File: config.mk
export PLATFORM = sky130hd
export DESIGN_NAME = bfi_top
export DESIGN_NICKNAME = d
export VERILOG_FILES = /design/src/rtl/bfi_pkg.sv /design/src/rtl/bfi_timer_if.sv /design/src/rtl/bfi_sync.sv /design/src/rtl/bfi_timer.sv /design/src/rtl/bfi_top.sv
export SDC_FILE = /design/constraint.sdc
export NUM_CORES = 1
export LEC_CHECK = 0
export ABC_AREA = 0
export BUFFER_PORTS_ARGS = -buffer_cell sky130_fd_sc_hd__buf_2
export CAP_MARGIN = 15
export CORE_MARGIN = 10
export CORE_UTILIZATION = 50
export DETAILED_ROUTE_END_ITERATION = 7
export GPL_TIMING_DRIVEN = 0
export HOLD_SLACK_MARGIN = 0.03
export PLACE_DENSITY_LB_ADDON = 0.3
export SYNTH_ARGS = -nofsm -noshare
export SYNTH_HDL_FRONTEND = slang
export SYNTH_SLANG_ARGS = --single-unit
File: constraint.sdc
create_clock -name sys_clk -period 11.2 [get_ports sys_clk]
set_clock_uncertainty 0.2 [all_clocks]
set_input_delay 0.56 -clock sys_clk [delete_from_list [all_inputs] [get_ports sys_clk]]
set_output_delay 0.56 -clock sys_clk [all_outputs]
set_load 0.02 [all_outputs]
File: src/rtl/bfi_pkg.sv
/*
 * Shared constants for the breaker failure initiation block: register map,
 * control and status fields, reset values, timer modes and timing counts.
 * Assumes a single 25 MHz system clock and a 32-bit classic Wishbone bus.
 */
package bfi_pkg;
	localparam int CLK_HZ        = 25000000;
	localparam int TICK_MS       = 1;
	localparam int TICK_CYCLES   = CLK_HZ / 1000 * TICK_MS;
	localparam int LIMIT_W       = 16;
	localparam int ADR_W         = 8;
	localparam int NUM_TMR       = 5;
	localparam int TMR_SP_A      = 0;
	localparam int TMR_SP_C      = 2;
	localparam int TMR_THREE     = 3;
	localparam int TMR_COMMON    = 4;
	localparam int NUM_PIN       = 16;

	localparam logic [ADR_W-1:0] ADR_CTRL   = 8'h00;
	localparam logic [ADR_W-1:0] ADR_T1_1P  = 8'h04;
	localparam logic [ADR_W-1:0] ADR_T1_3P  = 8'h08;
	localparam logic [ADR_W-1:0] ADR_T2     = 8'h0c;
	localparam logic [ADR_W-1:0] ADR_STATUS = 8'h10;

	localparam int CTRL_CHK      = 0;
	localparam int CTRL_REL_ASG  = 1;
	localparam int CTRL_INT_BLK  = 2;
	localparam int CTRL_INT_SNI  = 3;
	localparam int CTRL_PER_POLE = 4;
	localparam int CTRL_MODE_LO  = 5;
	localparam int CTRL_W        = 7;
	localparam logic [CTRL_W-1:0] CTRL_RESET = 7'h11;

	localparam logic [LIMIT_W-1:0] T1_1P_RESET = 16'h0064;
	localparam logic [LIMIT_W-1:0] T1_3P_RESET = 16'h0064;
	localparam logic [LIMIT_W-1:0] T2_RESET    = 16'h00c8;

	localparam int ST_THREE  = 3;
	localparam int ST_FLOW   = 4;
	localparam int ST_RETRIP = 5;
	localparam int ST_BACKUP = 6;
	localparam int ST_BLOCK  = 7;

	localparam int MIN_THRESHOLDS = 2;

	typedef enum logic [1:0] {
		BFI_MODE_COMMON = 2'b00,
		BFI_MODE_SPLIT  = 2'b01,
		BFI_MODE_TWO    = 2'b10
	} bfi_mode_t;
endpackage : bfi_pkg

File: src/rtl/bfi_timer_if.sv
/*
 * Carrier between the initiation logic and one delay timer.
 * Assumes the controlling side drives run and limit on the system clock.
 */
`timescale 1ns/1ps
`default_nettype none
interface bfi_timer_if;
	logic                        run;
	logic [bfi_pkg::LIMIT_W-1:0] limit;
	logic                        expired;
	modport ctl (output run, output limit, input expired);
	modport tmr (input run, input limit, output expired);
endinterface : bfi_timer_if
`default_nettype wire

File: src/rtl/bfi_sync.sv
/*
 * Two flip-flop synchroniser bank for pin inputs.
 * Assumes the inputs are asynchronous levels; the first stage feeds only the second.
 */
`timescale 1ns/1ps
`default_nettype none
module bfi_sync #(
	parameter int WIDTH = 1
) (
	input  wire logic             clk,
	input  wire logic             rst_n,
	input  wire logic [WIDTH-1:0] din,
	output logic      [WIDTH-1:0] dout
);
	logic [WIDTH-1:0] stage1;

	always_ff @(posedge clk or negedge rst_n) begin
		if (!rst_n) begin
			stage1 <= '0;
			dout   <= '0;
		end else begin
			stage1 <= din;
			dout   <= stage1;
		end
	end
endmodule : bfi_sync
`default_nettype wire

File: src/rtl/bfi_timer.sv
/*
 * One delay timer counting millisecond ticks while its run level is high.
 * Assumes tick is a one-cycle pulse from the system clock domain.
 */
`timescale 1ns/1ps
`default_nettype none
module bfi_timer (
	input  wire logic clk,
	input  wire logic rst_n,
	input  wire logic tick,
	bfi_timer_if.tmr  tif
);
	logic [bfi_pkg::LIMIT_W-1:0] cnt;

	// A dropped run clears the count so a later initiation starts from zero.
	always_ff @(posedge clk or negedge rst_n) begin
		if (!rst_n) begin
			cnt <= '0;
		end else if (!tif.run) begin
			cnt <= '0;
		end else if (tick && cnt != tif.limit) begin
			cnt <= cnt + 16'h0001;
		end
	end

	always_ff @(posedge clk or negedge rst_n) begin
		if (!rst_n) begin
			tif.expired <= 1'b0;
		end else begin
			tif.expired <= tif.run && (cnt == tif.limit);
		end
	end
endmodule : bfi_timer
`default_nettype wire

File: src/rtl/bfi_top.sv
/*
 * Breaker failure initiation: combines trip starts, current criteria and
 * breaker auxiliary contacts, starts delay timers and issues the trip outputs.
 * Assumes pin inputs are asynchronous levels and a classic Wishbone master.
 */
// Design decisions made here: the register offsets and register access over Wishbone.
// How it works
// - Contacts count only while that phase's current criterion has not picked up.
// - After current picked up during a trip, vanished current means breaker open.
// - Contact check off: trip starts need current flow, contacts ignored.
// - Start-without-current input initiates even with no current flow.
// - Release not assigned: initiate from trip alone, single channel.
// - Common initiation: trip plus a current criterion starts the timers.
// - No per-pole contacts: use series of three normally open contacts.
// - Three-pole trip done when no current or all normally closed contacts closed.
// - Start-without-current initiation is judged by contact position only.
// - External block input and internal block bit inhibit all initiation.
// - Segregated mode evaluates current and initiation per phase.
// - Single-pole interruption watches current only on the tripped pole.
// - Single-phase start needs that phase alone and its current.
// - Without current a single-phase start uses that pole's contact if enabled.
// - Without per-pole contacts a single-pole trip ends when the open series opens.
// - Trips on more than one pole raise the three-phase start only.
// - Start-without-current always acts as a three-phase start.
// - An assigned release input gates every start condition.
// - Fulfilled initiation starts the associated delay timers.
// - Separate timers for common and segregated starts plus a second stage.
// - The back-up trip is a single three-pole command.
// - Common timer alone, or separate single-pole and three-pole timers.
// - A timer reaching its limit with initiation held issues the trip.
// - Current flow needs at least two of five thresholds exceeded.
`timescale 1ns/1ps
`default_nettype none
module bfi_top #(
	parameter int TICK_CYCLES = bfi_pkg::TICK_CYCLES
) (
	input  wire logic                       sys_clk,
	input  wire logic                       resetn,
	input  wire logic                       wb_cyc_i,
	input  wire logic                       wb_stb_i,
	input  wire logic                       wb_we_i,
	input  wire logic [bfi_pkg::ADR_W-1:0]  wb_adr_i,
	input  wire logic [3:0]                 wb_sel_i,
	input  wire logic [31:0]                wb_dat_i,
	output logic      [31:0]                wb_dat_o,
	output logic                            wb_ack_o,
	input  wire logic                       phase_a_start_input,
	input  wire logic                       phase_b_start_input,
	input  wire logic                       phase_c_start_input,
	input  wire logic                       three_pole_start_input,
	input  wire logic                       start_no_current_input,
	input  wire logic                       release_input,
	input  wire logic                       block_input,
	input  wire logic [2:0]                 phase_current_above,
	input  wire logic                       residual_current_above,
	input  wire logic                       negseq_current_above,
	input  wire logic [2:0]                 aux_nc_closed,
	input  wire logic                       aux_no_series_closed,
	output logic [2:0]                      single_phase_start,
	output logic                            three_phase_start,
	output logic                            retrip,
	output logic                            backup_trip
);
	logic                        rst_n;
	logic                        rst_s1;
	logic [bfi_pkg::NUM_PIN-1:0] pins;
	logic [2:0]                  start;
	logic                        tp_in;
	logic                        sn_in;
	logic                        rel_in;
	logic                        blk_in;
	logic [2:0]                  cur_ph;
	logic [2:0]                  nc_cl;
	logic                        no_cl;
	logic [bfi_pkg::CTRL_W-1:0]  ctrl;
	logic [bfi_pkg::LIMIT_W-1:0] t1_1p;
	logic [bfi_pkg::LIMIT_W-1:0] t1_3p;
	logic [bfi_pkg::LIMIT_W-1:0] t2;
	logic [15:0]                 pre_cnt;
	logic                        tick;
	logic [2:0]                  cur_seen;
	logic                        cur3_seen;
	bfi_pkg::bfi_mode_t          mode;
	logic                        chk_en;
	logic                        blocked;
	logic                        release_ok;
	logic                        flow;
	logic [2:0]                  phase_cur;
	logic                        multi;
	logic                        three_trip;
	logic [2:0]                  alone;
	logic [2:0]                  pole_closed;
	logic                        brk_closed3;
	logic                        any_cur;
	logic                        sn_any;
	logic [2:0]                  init1;
	logic                        init3;
	logic                        t1_exp;
	logic                        t2_exp;
	logic                        bus_req;

	function automatic logic [2:0] count_set(input logic [4:0] v);
		count_set = 3'(v[0]) + 3'(v[1]) + 3'(v[2]) + 3'(v[3]) + 3'(v[4]);
	endfunction : count_set

	function automatic logic [15:0] merge16(input logic [15:0] old,
			input logic [31:0] d, input logic [3:0] sel);
		merge16 = {sel[1] ? d[15:8] : old[15:8], sel[0] ? d[7:0] : old[7:0]};
	endfunction : merge16

	// Reset is asserted at once and released only through two flip-flops.
	always_ff @(posedge sys_clk or negedge resetn) begin
		if (!resetn) begin
			rst_s1 <= 1'b0;
			rst_n  <= 1'b0;
		end else begin
			rst_s1 <= 1'b1;
			rst_n  <= rst_s1;
		end
	end

	bfi_sync #(
		.WIDTH (bfi_pkg::NUM_PIN)
	) u_sync (
		.clk   (sys_clk),
		.rst_n (rst_n),
		.din   ({phase_c_start_input, phase_b_start_input, phase_a_start_input,
			three_pole_start_input, start_no_current_input, release_input,
			block_input, phase_current_above, residual_current_above,
			negseq_current_above, aux_nc_closed, aux_no_series_closed}),
		.dout  (pins)
	);

	assign {start, tp_in, sn_in, rel_in, blk_in} = pins[15:9];
	assign cur_ph = pins[8:6];
	assign nc_cl  = pins[3:1];
	assign no_cl  = pins[0];
	assign mode   = bfi_pkg::bfi_mode_t'(ctrl[bfi_pkg::CTRL_MODE_LO +: 2]);
	assign chk_en = ctrl[bfi_pkg::CTRL_CHK];

	// Two thresholds out of five guard against a single faulty detector.
	assign flow      = count_set(pins[8:4]) >= 3'(bfi_pkg::MIN_THRESHOLDS);
	assign phase_cur = cur_ph & {3{flow}};
	assign any_cur   = |phase_cur;
	assign blocked   = blk_in || ctrl[bfi_pkg::CTRL_INT_BLK];
	assign release_ok = !ctrl[bfi_pkg::CTRL_REL_ASG] || rel_in;
	assign multi     = count_set({2'b00, start}) >= 3'h2;
	assign three_trip = tp_in || multi;
	assign alone     = start & {3{!three_trip}};
	assign sn_any    = sn_in || ctrl[bfi_pkg::CTRL_INT_SNI];

	// Without per-pole contacts every pole follows the open-contact series chain.
	assign pole_closed = ctrl[bfi_pkg::CTRL_PER_POLE] ? ~nc_cl : {3{no_cl}};
	assign brk_closed3 = ctrl[bfi_pkg::CTRL_PER_POLE] ? !(&nc_cl) : no_cl;

	// Current seen during a trip locks the contact criterion out for that trip.
	always_ff @(posedge sys_clk or negedge rst_n) begin
		if (!rst_n) begin
			cur_seen  <= 3'h0;
			cur3_seen <= 1'b0;
		end else begin
			cur_seen  <= alone & (cur_seen | phase_cur);
			cur3_seen <= three_trip && (cur3_seen || any_cur);
		end
	end

	always_comb begin
		for (int p = 0; p < 3; p++) begin
			init1[p] = alone[p] && release_ok && !blocked && (phase_cur[p]
				|| (chk_en && !cur_seen[p] && pole_closed[p]));
		end
		init3 = release_ok && !blocked && (sn_any && brk_closed3
			|| three_trip && (any_cur || (chk_en && !cur3_seen && brk_closed3)));
	end

	always_ff @(posedge sys_clk or negedge rst_n) begin
		if (!rst_n) begin
			pre_cnt <= 16'h0000;
			tick    <= 1'b0;
		end else if (pre_cnt == 16'(TICK_CYCLES - 1)) begin
			pre_cnt <= 16'h0000;
			tick    <= 1'b1;
		end else begin
			pre_cnt <= pre_cnt + 16'h0001;
			tick    <= 1'b0;
		end
	end

	bfi_timer_if tif [bfi_pkg::NUM_TMR] ();

	for (genvar i = bfi_pkg::TMR_SP_A; i <= bfi_pkg::TMR_SP_C; i++) begin : g_sp
		assign tif[i].run   = init1[i];
		assign tif[i].limit = t1_1p;
	end
	assign tif[bfi_pkg::TMR_THREE].run    = init3;
	assign tif[bfi_pkg::TMR_THREE].limit  = t1_3p;
	assign tif[bfi_pkg::TMR_COMMON].run   = init3 || (|init1);
	assign tif[bfi_pkg::TMR_COMMON].limit = t2;

	for (genvar i = 0; i < bfi_pkg::NUM_TMR; i++) begin : g_tmr
		bfi_timer u_tmr (
			.clk   (sys_clk),
			.rst_n (rst_n),
			.tick  (tick),
			.tif   (tif[i])
		);
	end

	assign t1_exp = tif[0].expired || tif[1].expired || tif[2].expired
		|| tif[bfi_pkg::TMR_THREE].expired;
	assign t2_exp = tif[bfi_pkg::TMR_COMMON].expired;

	always_ff @(posedge sys_clk or negedge rst_n) begin
		if (!rst_n) begin
			single_phase_start <= 3'h0;
			three_phase_start  <= 1'b0;
		end else begin
			single_phase_start <= init1;
			three_phase_start  <= init3;
		end
	end

	// The back-up trip always goes to all adjacent breakers on three poles.
	always_ff @(posedge sys_clk or negedge rst_n) begin
		if (!rst_n) begin
			retrip      <= 1'b0;
			backup_trip <= 1'b0;
		end else begin
			case (mode)
				bfi_pkg::BFI_MODE_COMMON: begin
					retrip      <= 1'b0;
					backup_trip <= t2_exp;
				end
				bfi_pkg::BFI_MODE_SPLIT: begin
					retrip      <= 1'b0;
					backup_trip <= t1_exp;
				end
				bfi_pkg::BFI_MODE_TWO: begin
					retrip      <= t1_exp;
					backup_trip <= t2_exp;
				end
				default: begin
					retrip      <= 1'b0;
					backup_trip <= 1'b0;
				end
			endcase
		end
	end

	assign bus_req = wb_cyc_i && wb_stb_i && !wb_ack_o;

	always_ff @(posedge sys_clk or negedge rst_n) begin
		if (!rst_n) begin
			ctrl  <= bfi_pkg::CTRL_RESET;
			t1_1p <= bfi_pkg::T1_1P_RESET;
			t1_3p <= bfi_pkg::T1_3P_RESET;
			t2    <= bfi_pkg::T2_RESET;
		end else if (bus_req && wb_we_i) begin
			case (wb_adr_i)
				bfi_pkg::ADR_CTRL: begin
					if (wb_sel_i[0]) begin
						ctrl <= wb_dat_i[bfi_pkg::CTRL_W-1:0];
					end
				end
				bfi_pkg::ADR_T1_1P: t1_1p <= merge16(t1_1p, wb_dat_i, wb_sel_i);
				bfi_pkg::ADR_T1_3P: t1_3p <= merge16(t1_3p, wb_dat_i, wb_sel_i);
				bfi_pkg::ADR_T2:    t2 <= merge16(t2, wb_dat_i, wb_sel_i);
				default: begin
				end
			endcase
		end
	end

	// Unmapped addresses still acknowledge, reading zero, so a stray access never hangs.
	always_ff @(posedge sys_clk or negedge rst_n) begin
		if (!rst_n) begin
			wb_ack_o <= 1'b0;
			wb_dat_o <= 32'h0000_0000;
		end else begin
			wb_ack_o <= bus_req;
			wb_dat_o <= 32'h0000_0000;
			if (bus_req && !wb_we_i) begin
				case (wb_adr_i)
					bfi_pkg::ADR_CTRL:   wb_dat_o <= 32'(ctrl);
					bfi_pkg::ADR_T1_1P:  wb_dat_o <= 32'(t1_1p);
					bfi_pkg::ADR_T1_3P:  wb_dat_o <= 32'(t1_3p);
					bfi_pkg::ADR_T2:     wb_dat_o <= 32'(t2);
					bfi_pkg::ADR_STATUS: wb_dat_o <= 32'({blocked, backup_trip, retrip,
						flow, three_phase_start, single_phase_start});
					default:             wb_dat_o <= 32'h0000_0000;
				endcase
			end
		end
	end
endmodule : bfi_top
`default_nettype wire

## After elaboration in Yosys (flattened, before gate mapping)

Cells that the tools add are included.

- Multiplexer cells: 18
- Div/mod/pow operators: 0
- Shifts and indexed selects: 0
- Eq/ne operators: 22
- $add $sub $neg: 12
- $mul: 0
- Reductions and logical operators: 73
- $lt $le $gt $ge: 2
- Bitwise gates (word level): 5

Operator list:

| cell | count |
|---|---|
| $mux 16 | 12 |
| $add 16x1->16 const B | 6 |
| $eq 16x16->1 | 5 |
| $ne 16x16->1 | 5 |
| $pmux 16 s5 | 1 |
| $logic_and 1x1->1 | 36 |
| $reduce_and 3->1 | 8 |
| $eq 16x15->1 const B | 1 |
| $eq 8x4->1 const B | 2 |
| $logic_or 1x1->1 | 14 |
| $logic_not 1->1 | 10 |
| $ne 2x2->1 const B | 5 |
| $and 3x3->3 | 3 |
| $eq 8x3->1 const B | 1 |
| $eq 8x5->1 const B | 1 |
| $logic_not 8->1 | 1 |
| $add 2x1->3 | 2 |
| $add 3x1->3 | 2 |
| $ge 3x2->1 const B | 2 |
| $reduce_or 3->1 | 2 |
| $add 1x1->2 | 2 |
| $mux 1 | 3 |
| $mux 3 | 1 |
| $not 3->3 | 1 |
| other kinds (6) | 6 |

- Latch bits: 0
- Bits in registers: 234
- Memory bits (writable): 0
- Input port bits: 65
- ROM bits: 0
- Output and inout bits: 39
- Word-level logic and storage cells: 163
- Memories kept: 0

## Depth between registers and ports, before layout

Gate-level depths: netlist of run 1.

- Depth in word-level cells: 13
- Depth in mapped cells: 11
- Mapped depth without buffers: 8

## Hierarchy

A second synthesis of run 1 with hierarchy kept.

- Cell total of the unflattened synthesis: 990
- Area, all modules: 11247.0 µm²

Modules (own cells, without submodules):

| module | cells each | times used | seq. area each (µm²) | area an instance (µm²) |
|---|---|---|---|---|
| bfi_timer | 120 | 5 | 425.4 | 1166.1 |
| bfi_top | 358 | 1 | 2541.2 | 4615.7 |
| bfi_sync | 32 | 1 | 800.8 | 800.8 |

## Worst setup path before layout of run 1

OpenSTA, ideal clock, no wires.

- Path kind: register to register
- Start point: register u_sync.dout[4]
- End point: register g_tmr[4].u_tmr.cnt[11] (netlist bit)
- Cell stages (with the launch flop): 12
- Setup time: 0.134 ns
- Path slack: 8.199 ns
- Clock period less this slack: 3.001 ns
- Arrival: 2.666 ns
- Cells stage by stage: dfrtp_1 -> fa_1 -> ha_1 -> a211o_1 -> buf_6 -> a22oi_1 -> or2_1 -> buf_2 -> inv_2 -> nor4_4 -> buf_6 -> a21oi_1

- Elaborated cells between the ends (all ways): 21
- Those cells by class: add/sub: 4; order compare: 1; eq/ne: 1; mux: 1; bitwise: 1; reduce/logical: 13

RTL lines:

| what | RTL line | RTL |
|---|---|---|
| from (decl) | bfi_sync.sv:13 | `output logic [WIDTH-1:0] dout` |
| from (signal assigned) | bfi_sync.sv:23 | `dout <= stage1;` |
| $add 1x1->2 (*) | bfi_top.sv:103 | `count_set = 3'(v[0]) + 3'(v[1]) + 3'(v[2]) + 3'(v[3]) + 3'(v[4]);` |
| $add 2x1->3 (*) | bfi_top.sv:103 |  |
| $add 3x1->3 (*) (2 in series) | bfi_top.sv:103 |  |
| $ge 3x2->1 (*) | bfi_top.sv:142 | `assign flow = count_set(pins[8:4]) >= 3'(bfi_pkg::MIN_THRESHOLDS);` |
| $and 3x3->3 (*) | bfi_top.sv:143 | `assign phase_cur = cur_ph & {3{flow}};` |
| $logic_or 1x1->1 (*) | bfi_top.sv:170 | `\|\| (chk_en && !cur_seen[p] && pole_closed[p]));` |
| $logic_and 1x1->1 (*) | bfi_top.sv:169 | `init1[p] = alone[p] && release_ok && !blocked && (phase_cur[p]` |
| named net g_tmr[0].u_tmr.tif.run | bfi_timer_if.sv:12 | `modport tmr (input run, input limit, output expired);` |
| $reduce_or 3->1 (*) | bfi_top.sv:197 | `assign tif[bfi_pkg::TMR_COMMON].run = init3 \|\| (\|init1);` |
| $logic_or 1x1->1 (*) | bfi_top.sv:197 |  |
| $ne 2x2->1 (no source line) or $mux 16 (tied branches) | - |  |
| to (signal assigned) | bfi_timer.sv:22 | `cnt <= cnt + 16'h0001;` |
| to (decl) | bfi_timer.sv:13 | `logic [bfi_pkg::LIMIT_W-1:0] cnt;` |

Mark *: on every way through the listed nets, which the timed path passes. The rest lies on a longest branch.
A chain may end at the register's enable or synchronous reset.

## Final worst setup path of run 1

- Start point: register u_sync.dout[7]
- End point: register g_tmr[4].u_tmr.cnt[8] (netlist bit)

- Cells in the longest elaborated chain, start to end: 11
- Elaborated cells between the ends (all ways): 19
- Those cells by class: add/sub: 2; order compare: 1; eq/ne: 1; mux: 1; bitwise: 1; reduce/logical: 13

Ends and longest elaborated chain:

| what | RTL line | RTL |
|---|---|---|
| $add 3x1->3 (2 in series) | bfi_top.sv:103 |  |
| $ge 3x2->1 | bfi_top.sv:142 |  |
| $and 3x3->3 (*) | bfi_top.sv:143 |  |
| $reduce_or 3->1 (*) | bfi_top.sv:144 | `assign any_cur = \|phase_cur;` |
| $logic_or 1x1->1 (*) | bfi_top.sv:173 | `\|\| three_trip && (any_cur \|\| (chk_en && !cur3_seen && brk_closed3)));` |
| $logic_and 1x1->1 (*) | bfi_top.sv:173 |  |
| $logic_or 1x1->1 (*) | bfi_top.sv:173 |  |
| $logic_and 1x1->1 (*) | bfi_top.sv:172 | `init3 = release_ok && !blocked && (sn_any && brk_closed3` |
| named net g_tmr[3].u_tmr.tif.run | bfi_timer_if.sv:12 |  |
| $logic_or 1x1->1 (*) | bfi_top.sv:197 |  |
| $ne 2x2->1 (no source line) or $mux 16 (tied branches) | - |  |

Marked as above.

==> results of run 1 <==
==> cells in the mapped netlist (all sizes together), types with 6 or more instances <==
cell,instances
dfrtp,207
a21oi,81
xor2,74
mux2,65
nand2,60
nor2,45
o21ai,40
or4,40
nand3,39
buf,37
nand4,34
o31ai,33
or3,30
clkbuf,24
nor4,23
xnor2,22
a22oi,18
and3,18
inv,16
dfstp,11
ha,8
mux2i,8
nor2b,6
==> worst reg2reg max path, delay by kind of cell, from the launching register on <==
kind	cells	cell delay, ps
AOI/OAI and AO/OA	3	550
adders and majority gates	2	740
buffers and inverters	4	750
DFF	1	420
and+or+nand+nor	2	710
==> registers in the layout, summed over array words and instances (netlist names), 3 cells and up <==
| register | cells |
|---|---|
| g_tmr.u_tmr.cnt | 80 |
| pre_cnt | 16 |
| t1_1p | 16 |
| t1_3p | 16 |
| t2 | 16 |
| u_sync.dout | 16 |
| u_sync.stage1 | 16 |
| wb_dat_o | 16 |
| ctrl | 7 |
| g_tmr.u_tmr.tif.expired | 5 |
| cur_seen | 3 |
| single_phase_start | 3 |
==> cell families (layout without fill, tap and decap cells) <==
group                      Yosys count  after routing  synth area share
adders and majority gates            9              9            0.0112
DFF                                218            218             0.511
and+or+nand+nor                    323            323             0.174
AOI/OAI and AO/OA                  194            194             0.110
buffers and inverters               77            208            0.0368
muxes                               74             74            0.0779
other                                2             17          0.000701
xor gates and xnor gates            96             96            0.0785
==> routing by layer <==
metal / vias up / wire [um] / GRT usage / share of wire
met4: 0 / 928 / 0.0657 / 0.034
met3: 51 / 1980 / 0.0362 / 0.072
li1: 3894 / - / - / -
met5: - / 0 / 0 / 0
met1: 4135 / 12000 / 0.265 / 0.44
met2: 300 / 12600 / 0.300 / 0.46
==> area by class of cell <==
class                   count  area (um2)
fillers                  1736        8500
flip-flops and latches    218        5470
multi-input cells         713        4900
clock buffers              33         686
repair buffers             88         593
well taps                 275         344
plain buffers              61         334
clock inverters            10         128
inverters                  16        60.1
==> path summary, 6_finish.rpt <==
kind,start,to,slack [ps],cells after the start
min in group sys_clk,wb_dat_i[8],t2[8],110,2
max in group asynchronous,rst_n,t1_3p[6],9370,3
max reg2reg,u_sync.dout[7],g_tmr[4].u_tmr.cnt[8],7700,11
min reg2reg,rst_n,u_sync.stage1[15],50,0
max,u_sync.dout[7],g_tmr[4].u_tmr.cnt[8],7700,11
min,rst_n,u_sync.stage1[15],50,0
==> cells in the final DEF, fill, tap and decap left out, types with 22 or more instances in the layout <==
cell type	n
buf_2	83
xor2_1	74
or4_1	39
dfrtp_1	206
nand2_1	59
a21oi_1	81
nand3_1	38
nor2_1	45
nor4_1	22
clkbuf_1	29
xnor2_1	22
mux2_2	65
o21ai_0	40
clkbuf_16	25
o31ai_1	33
or3_1	30
nand4_1	34
==> per-stage QoR <==
step / area [um2] / instances / power [W]
after global routing: 12500 / 1414 / 0.00177
after global placement: 11500 / 1351 / 0.000905
final: 12500 / 1414 / 0.00171
after detailed placement: 11500 / 1354 / 0.000910
after floorplan: 10800 / 1008 / 0.000874
after CTS: 12500 / 1414 / 0.00172
==> power breakdown <==
part	switching, W	internal [W]
Clock	0.000317	0.000496
Combinational	0.0000580	0.0000336
Sequential	0.0000102	0.000799
Total	0.000385	0.00133
==> repair_timing <==
item / 4_1_cts / 5_1_grt
endpoints found under the hold margin: 18 / 0
hold buffers: 17 / 0
resized for setup: 0 / 0
==> impl_metrics.yaml, run 1 <==
sta:
  layout_min_cycle_time_ps: 3500
  worst_pin_slew_ps: 820
  fin_crit_sh: 0.313
  max_freq_mhz: 286
  setup_slack_ps: 7700
  tns_ps: 0
  hold_slack_ps: 52.0
  rsz0062_at_grt: "no"
  slew_headroom: 0.448
  hold_viol: 0
  setup_viol: 0
  drv_slew: 0
grt:
  antenna_found_initial: 0
  gr-total-overflow: 0
  first_global_vias: 8190
  grt_max_degree: 68
  grt_use_total: 0.193
  grt_pass1_wl_um: 44400
worst_setup_path:
  timing.critical_path.buf_inv: 4
  crit_type: "reg -> reg"
  slowest_stage: "nor4_4"
  crit_top_cell: "buf_6"
  max_stage_delay_ps: 630
  cp-start-kind: "register"
  cpLargestDelayFamily: "buffers and inverters"
  worstPathArrival_ps: 3690
  crit_fanout: 10
  required_ps: 11390
  end_kind: "register"
  path_cells: "fa_1, ha_1, a211o_1, buf_6, nand3_1, a31o_2, buf_2, inv_1, nor4_4, buf_6, a21oi_1"
drt:
  vias_per_cell: 5.93
  wl_per_cell_um: 19.4
  drtIter0Drc: 618
  drc_errors: 0
  dr.pass1.iters: 5
  dr_total_vias: 8380
  postRouteAntennaNets: 0
  routed_wl_um: 27400
synthesis:
  ys_types: 61
  synth_top_area_frac: 0.484
  ys_async_sr_fraction: 1.00
  syn_inst: 993
  syn_area_per_cell_um2: 10.8
  synth_top_cell_by_area: "dfrtp_1"
  synth_edf_count: 0
  ys.warnings.count: 0
  synth_ff_type: "dfrtp_1"
  synth_area_um2: 10700
  synth_area_leaders: "dfrtp_1, mux2_2, xor2_1"
  ys_ff_latch: 218
  yosysSeqAreaShare: 0.511
floorplanning:
  core_area_um2: 21000
  initial_core_util: 0.509
  die_y_um: 166
  die_w_um: 166
  io_pins: 104
  rows: 53
  die_area_um2: 27700
clock_network:
  ctsLongestPathBuffers: 3
  cts_tree: "built"
  clk_pin_slew_ps: 60
  cts_inserted_buffers: 24
  insertion_delay_ps: 520
  cts_sinks: 218
  htree_levels: 1
  post_cts_buffers: 0
  root_buffer: "clkbuf_16"
placed_design:
  place_congestion: 0.918
  io_buffers: 68
  place_ws_ps: 7730
  dp_hpwl_um: 19500
layout:
  n_antenna_cell: 0
  post-route-util: 0.596
  final_nets: 1196
  drive_gt1_frac: 0.212
  syn_to_final_growth_pct: 16.9
power:
  p_leak_nw: 5.77
  ir_worst_vdd_mv: 0.122
  power_density_nw_per_um2: 137
min_path:
  hp-class: "reg -> async"
status:
  status: "complete, no violations"
flow_run:
  drv_cap: 0
Power figures use the tool's default switching activity.
==> run 2, diff against run 1 <==
--- a/config.mk
+++ b/config.mk
@@ -5,7 +5,7 @@
 export SDC_FILE = /design/constraint.sdc
 export NUM_CORES = 1
 export LEC_CHECK = 0
-export ABC_AREA = 0
+export ABC_AREA = 1
 export BUFFER_PORTS_ARGS = -buffer_cell sky130_fd_sc_hd__buf_2
 export CAP_MARGIN = 15
 export CORE_MARGIN = 10
==> constraint.sdc (replaced) <==
create_clock -name sys_clk -period 3.15 [get_ports sys_clk]
set_clock_uncertainty 0.2 [all_clocks]
set_input_delay 0.1575 -clock sys_clk [delete_from_list [all_inputs] [get_ports sys_clk]]
set_output_delay 0.1575 -clock sys_clk [all_outputs]
set_load 0.02 [all_outputs]
==> run 2 against run 1 <==
  * Final area rose by 8.9%
  * Critical path depth unchanged
  * Die area is 7.0% higher
  * Register-to-register slack worse by 7400 ps
  * Sequential power increased to 3.6 times the previous value
  * Power rose to 3.5 times the previous value
  * Flip-flop and latch count did not move
==> impl_metrics.yaml, run 2 <==
synthesis:
  ys_types: 46
  ys_async_sr_fraction: 1.00
  synth_area_um2: 11600
  synthTopCellsByCount: "nand2_1, dfrtp_1, inv_1"
  yosysSeqAreaShare: 0.473
  synth_top_area_frac: 0.448
  synth_top_cell_by_area: "dfrtp_1"
  synth_area_leaders: "dfrtp_1, nand2_1, xor2_1"
  syn_area_per_cell_um2: 7.98
  synth.most_common_cell: "nand2_1"
  ys.warnings.count: 0
  ys_ff_latch: 218
  synth_ff_type: "dfrtp_1"
  synth_edf_count: 0
  syn_inst: 1449
placed_design:
  io_buffers: 69
  place_congestion: 0.948
  place_ws_ps: 147
  dp_hpwl_um: 22200
  place_area_um2: 12400
worst_setup_path:
  rr_worst_depth: 13
  rr_startpoint: "u_sync.dout[4]"
  crit_top_cell: "dlygate4sd3_1"
  end_kind: "register"
  worstPathArrival_ps: 3220
  crit_fanout: 10
  required_ps: 3420
  cp-start-kind: "input pin"
  worstReg2RegEnd: "g_tmr[4].u_tmr.cnt[13]"
  cp-endpoint: "t1_3p[1]"
  max_stage_delay_ps: 570
  path_cells: "dlygate4sd3_1, buf_2, nand2_1, dlygate4sd3_1, nor2_1, nand2_1, nor2_1, nand2_2, buf_2, o21ai_0, dlygate4sd3_1"
  slowest_stage: "dlygate4sd3_1"
  reg2reg_setup_slack_ps: 250
  crit_type: "in -> reg"
  startpoint: "wb_stb_i"
grt:
  first_global_vias: 9717
  grt_use_total: 0.211
  antenna_found_initial: 0
  gr-total-overflow: 0
  grt_pass1_wl_um: 50300
  grt_max_degree: 65
clock_network:
  root_buffer: "clkbuf_16"
  insertion_delay_ps: 540
  cts_sinks: 218
  ctsLongestPathBuffers: 3
  cts_inserted_buffers: 24
  cts_tree: "built"
  htree_levels: 1
  clk_pin_slew_ps: 60
  post_cts_buffers: 0
layout:
  final_area_um2: 13600
  largest_reg_flops: 80
  drive_gt1_frac: 0.136
  multi_input_area_um2: 5110
  regArea_um2: 5470
  nFillCells: 2016
  largest_register: "g_tmr.u_tmr.cnt"
  n_antenna_cell: 0
  final_nets: 1680
  final_common_cell: "nand2_1"
  syn_to_final_growth_pct: 17.9
  layout_common_cells: "nand2_1, dfrtp_1, inv_1"
power:
  ir_worst_vdd_mv: 0.600
  power_density_nw_per_um2: 442
  fin_total_pwr_w: 0.00603
  p_leak_nw: 6.91
drt:
  vias_per_cell: 5.22
  routed_wl_um: 30600
  dr_total_vias: 9951
  dr.pass1.iters: 5
  wl_per_cell_um: 16.0
  postRouteAntennaNets: 0
  drc_errors: 0
  drtIter0Drc: 683
sta:
  hold_viol: 0
  setup_viol: 0
  layout_min_cycle_time_ps: 2940
  worst_pin_slew_ps: 636
  rsz0062_at_grt: "no"
  drv_slew: 0
  fin_crit_sh: 0.934
  slew_headroom: 0.572
  max_freq_mhz: 340
  setup_slack_ps: 207
floorplanning:
  die_area_um2: 29600
  rows: 55
  core_area_um2: 22700
  initial_core_util: 0.509
  die_w_um: 172
  io_pins: 104
  die_y_um: 172
flow_run:
  drv_cap: 0
status:
  status: "complete, no violations"
min_path:
  hp-class: "in -> reg"
## run 2: cell type report
class	count	share of cell area
Timing Repair Buffer	116	0.0637
Inverter	178	0.0490
Multi-Input combinational cell	1011	0.375
Sequential cell	218	0.401
Clock inverter	7	0.00725
Buffer	57	0.0278
Clock buffer	35	0.0500
Tap cell	285	0.0262
## run 2: logic make-up after synthesis
group / count (synthesis) / synth area share
AND/OR/NAND/NOR: 729 / 0.271
buffers and inverters: 235 / 0.0906
flip-flops: 218 / 0.473
AO/OA/AOI/OAI: 150 / 0.0736
XOR/XNOR: 106 / 0.0803
adder cells (fa/ha/maj): 9 / 0.0104
other: 2 / 0.000650
## run 2: how the worst min path moves through the flow
stage,from,to,slack [ps],cells after the start
5_1_grt,three_pole_start_input,u_sync.stage1[12],50,2
3_5_place_dp,resetn,rst_s1,-250,1
4_1_cts,aux_no_series_closed,u_sync.stage1[0],40,2
2_1_floorplan,resetn,rst_s1,-340,0
6_report,aux_nc_closed[0],u_sync.stage1[1],60,2
3_3_place_gp,resetn,rst_s1,-260,1
## run 2: where the power goes
| part | internal [W] | leakage [nW] | switching [W] | total (W) |
|---|---|---|---|---|
| Sequential | 0.00284 | 2.90 | 0.0000381 | 0.00288 |
| Clock | 0.00166 | 0.380 | 0.00113 | 0.00280 |
| Combinational | 0.000132 | 3.63 | 0.000222 | 0.000354 |
## run 2: through the flow
stage          utilization  hold WS, ps  TNS (ps)  std cells
2_1_floorplan            -         -338         0       1464
3_3_place_gp         0.543         -257    -11070       1818
3_5_place_dp         0.546         -253         0       1821
4_1_cts              0.600         36.7         0       1907
5_1_grt              0.600         52.3         0       1907
6_report             0.600         55.8         0       1907
## run 2: what timing repair did
| action | 4_1_cts | 5_1_grt |
|---|---|---|
| setup endpoints to repair | 0 | 16 |
| hold buffers | 44 | 0 |
| hold endpoints to repair | 80 | 0 |
| resized for setup | 0 | 2 |
## run 2: critical path: cells and delay by family
family | cells | cell delay (ps)
simple gates | 5 | 950
buf+inv | 5 | 1960
compound gates | 1 | 130
## run 2: routing by layer
| metal | GRT usage | part of all wire | up-vias |
|---|---|---|---|
| met5 | 0 | 0 | - |
| met4 | 0.0551 | 0.024 | 0 |
| met3 | 0.0260 | 0.050 | 48 |
| met2 | 0.357 | 0.49 | 248 |
| met1 | 0.280 | 0.44 | 4760 |
| li1 | - | - | 4895 |
==> run 3, diff against run 2 <==
--- a/config.mk
+++ b/config.mk
@@ -6,11 +6,11 @@
 export NUM_CORES = 1
 export LEC_CHECK = 0
 export ABC_AREA = 1
-export BUFFER_PORTS_ARGS = -buffer_cell sky130_fd_sc_hd__buf_2
 export CAP_MARGIN = 15
 export CORE_MARGIN = 10
 export CORE_UTILIZATION = 50
 export DETAILED_ROUTE_END_ITERATION = 7
+export DONT_BUFFER_PORTS = 1
 export GPL_TIMING_DRIVEN = 0
 export HOLD_SLACK_MARGIN = 0.03
 export PLACE_DENSITY_LB_ADDON = 0.3
==> run 3 against run 2 <==
  * Non-clock buffer count down 46
  * Sequential power about the same
  * Register-to-register slack worse by 50 ps
  * First-iteration DRC count up 18%
  * Combinational power down 4%
  * Critical path type is now reg -> reg
  * Highest routed layer unchanged
==> impl_metrics.yaml, run 3 (synthesis gave the netlist of run 2 again) <==
status:
  status: "complete, no violations"
power:
  combinationalPowerShare: 0.056
  switching_share: 0.244
  p_clk_frac: 0.467
  power_density_nw_per_um2: 447
  ir_worst_vdd_mv: 0.475
  sequentialPowerShare: 0.476
  p_switching_w: 0.00148
  fin_total_pwr_w: 0.00605
  internal_power_w: 0.00458
  p_leak_nw: 6.71
drt:
  wl_per_cell_um: 16.7
  drtIter0Drc: 807
  met1_length_um: 13100
  met3_length_um: 1840
  dr_total_vias: 9860
  drc_errors: 0
  postRouteAntennaNets: 0
  highest_layer: "met4"
  dr.pass1.iters: 6
  dr_wl_met2_um: 15100
  vias_per_cell: 5.29
  routed_wl_um: 31100
worst_setup_path:
  max_stage_delay_ps: 550
  rr_startpoint: "u_sync.dout[4]"
  reg2reg_setup_slack_ps: 200
  cp-start-kind: "register"
  worstReg2RegEnd: "g_tmr[4].u_tmr.cnt[12]"
  crit_top_cell: "nand2_1"
  path_cells: "fa_1, ha_1, nand2_1, nand3_1, nand2_1, o31ai_2, nand2_2, nand2_1, nor2_2, nand2_2, buf_4, nand3_1, nand2_1"
  slowest_stage: "fa_1"
  crit_type: "reg -> reg"
  rr_worst_depth: 13
  end_kind: "register"
  crit_fanout: 10
  required_ps: 3370
  worstPathArrival_ps: 3170
min_path:
  hold-path-endpoint: "wb_dat_o[6]"
  whs_path_depth: 5
  worstHoldStart: "wb_adr_i[4]"
  hp-class: "in -> reg"
layout:
  instances_no_fill: 1865
  drive_gt1_frac: 0.102
  final_common_cell: "nand2_1"
  regArea_um2: 5470
  largest_reg_flops: 80
  n_antenna_cell: 0
  largest_register: "g_tmr.u_tmr.cnt"
  syn_to_final_growth_pct: 17.1
  final_area_um2: 13500
  nFillCells: 2023
  final_nets: 1635
  post-route-util: 0.596
  multi_input_area_um2: 5110
  layout_common_cells: "nand2_1, dfrtp_1, inv_1"
floorplanning:
  rows: 55
  io_pins: 104
  die_area_um2: 29600
  die_y_um: 172
  initial_core_util: 0.509
  core_area_um2: 22700
  die_w_um: 172
placed_design:
  place_area_um2: 12100
  io_buffers: 0
  dp.cells: 1752
  place_congestion: 0.967
  dp_hpwl_um: 22500
sta:
  max_freq_mhz: 340
  slew_headroom: 0.620
  setup_viol: 0
  layout_min_cycle_time_ps: 2950
  worst_pin_slew_ps: 566
  fin_crit_sh: 0.935
  hold_viol: 0
  drv_slew: 0
grt:
  grt_max_degree: 70
  gr-total-overflow: 0
  grt_pass1_wl_um: 50900
  antenna_found_initial: 0
  first_global_vias: 9738
  grt_use_total: 0.215
clock_network:
  htree_levels: 1
  post_cts_buffers: 0
  ctsLongestPathBuffers: 3
  cts_inserted_buffers: 25
  cts_sinks: 218
  cts_tree: "built"
  root_buffer: "clkbuf_16"
  insertion_delay_ps: 540
  clk_pin_slew_ps: 60
flow_run:
  drv_cap: 0
[run 3: worst max path at each step]
stage	startpoint	end	slack (ps)	depth (start not counted)
3_3_place_gp	rst_n	t1_3p[12]	-90	0
3_5_place_dp	u_sync.dout[4]	g_tmr[4].u_tmr.cnt[12]	150	13
5_1_grt	u_sync.dout[4]	g_tmr[4].u_tmr.cnt[13]	-7	13
4_1_cts	wb_stb_i	t1_1p[8]	60	11
2_1_floorplan	u_sync.dout[4]	g_tmr[4].u_tmr.cnt[13]	660	13
6_report	u_sync.dout[4]	g_tmr[4].u_tmr.cnt[12]	200	13
[run 3: routing by layer]
metal	global-route usage	vias up
met5	0	-
met4	0.0750	0
met3	0.0317	71
met2	0.362	297
met1	0.275	4678
li1	-	4814
[run 3: timing repair]
| item | in CTS | in global routing |
|---|---|---|
| gates resized for setup | 0 | 3 |
| endpoints found under the setup margin | 0 | 19 |
| endpoints found under the hold margin | 85 | 0 |
| hold buffers | 68 | 0 |
[run 3: power groups by stage]
stage / clock (W) / combinational, W / sequential [W]
floorplan: 0 / 0.000160 / 0.00295
global placement: 0 / 0.000211 / 0.00298
detailed placement: 0 / 0.000272 / 0.00293
CTS: 0.00289 / 0.000338 / 0.00288
global route: 0.00299 / 0.000376 / 0.00289
finish: 0.00283 / 0.000341 / 0.00288
[run 3: per-stage QoR]
| step | setup slack, ps | hold slack, ps | TNS (ps) |
|---|---|---|---|
| 2_1_floorplan | 661 | -338 | 0 |
| 3_3_place_gp | -88.5 | -338 | -12690 |
| 3_5_place_dp | 152 | -338 | 0 |
| 4_1_cts | 58.9 | 38.6 | 0 |
| 5_1_grt | -7.48 | 77.6 | -11.4 |
| 6_report | 205 | 66.8 | 0 |
[run 3: layout make-up]
type / count / share of cell area
buffer: 57 / 0.0280
clock buffer: 30 / 0.0491
clock inverter: 16 / 0.0103
inverter: 178 / 0.0493
multi-input combinational: 1011 / 0.377
sequential: 218 / 0.404
tap: 285 / 0.0263
timing repair buffer: 70 / 0.0556
[run 3: worst max-delay path: cells and delay by family (launching register included)]
kind | cells | cell delay [ps]
simple gates | 9 | 1150
buf+inv | 1 | 200
flops | 1 | 400
fa+ha+maj | 2 | 770
compound gates | 1 | 90
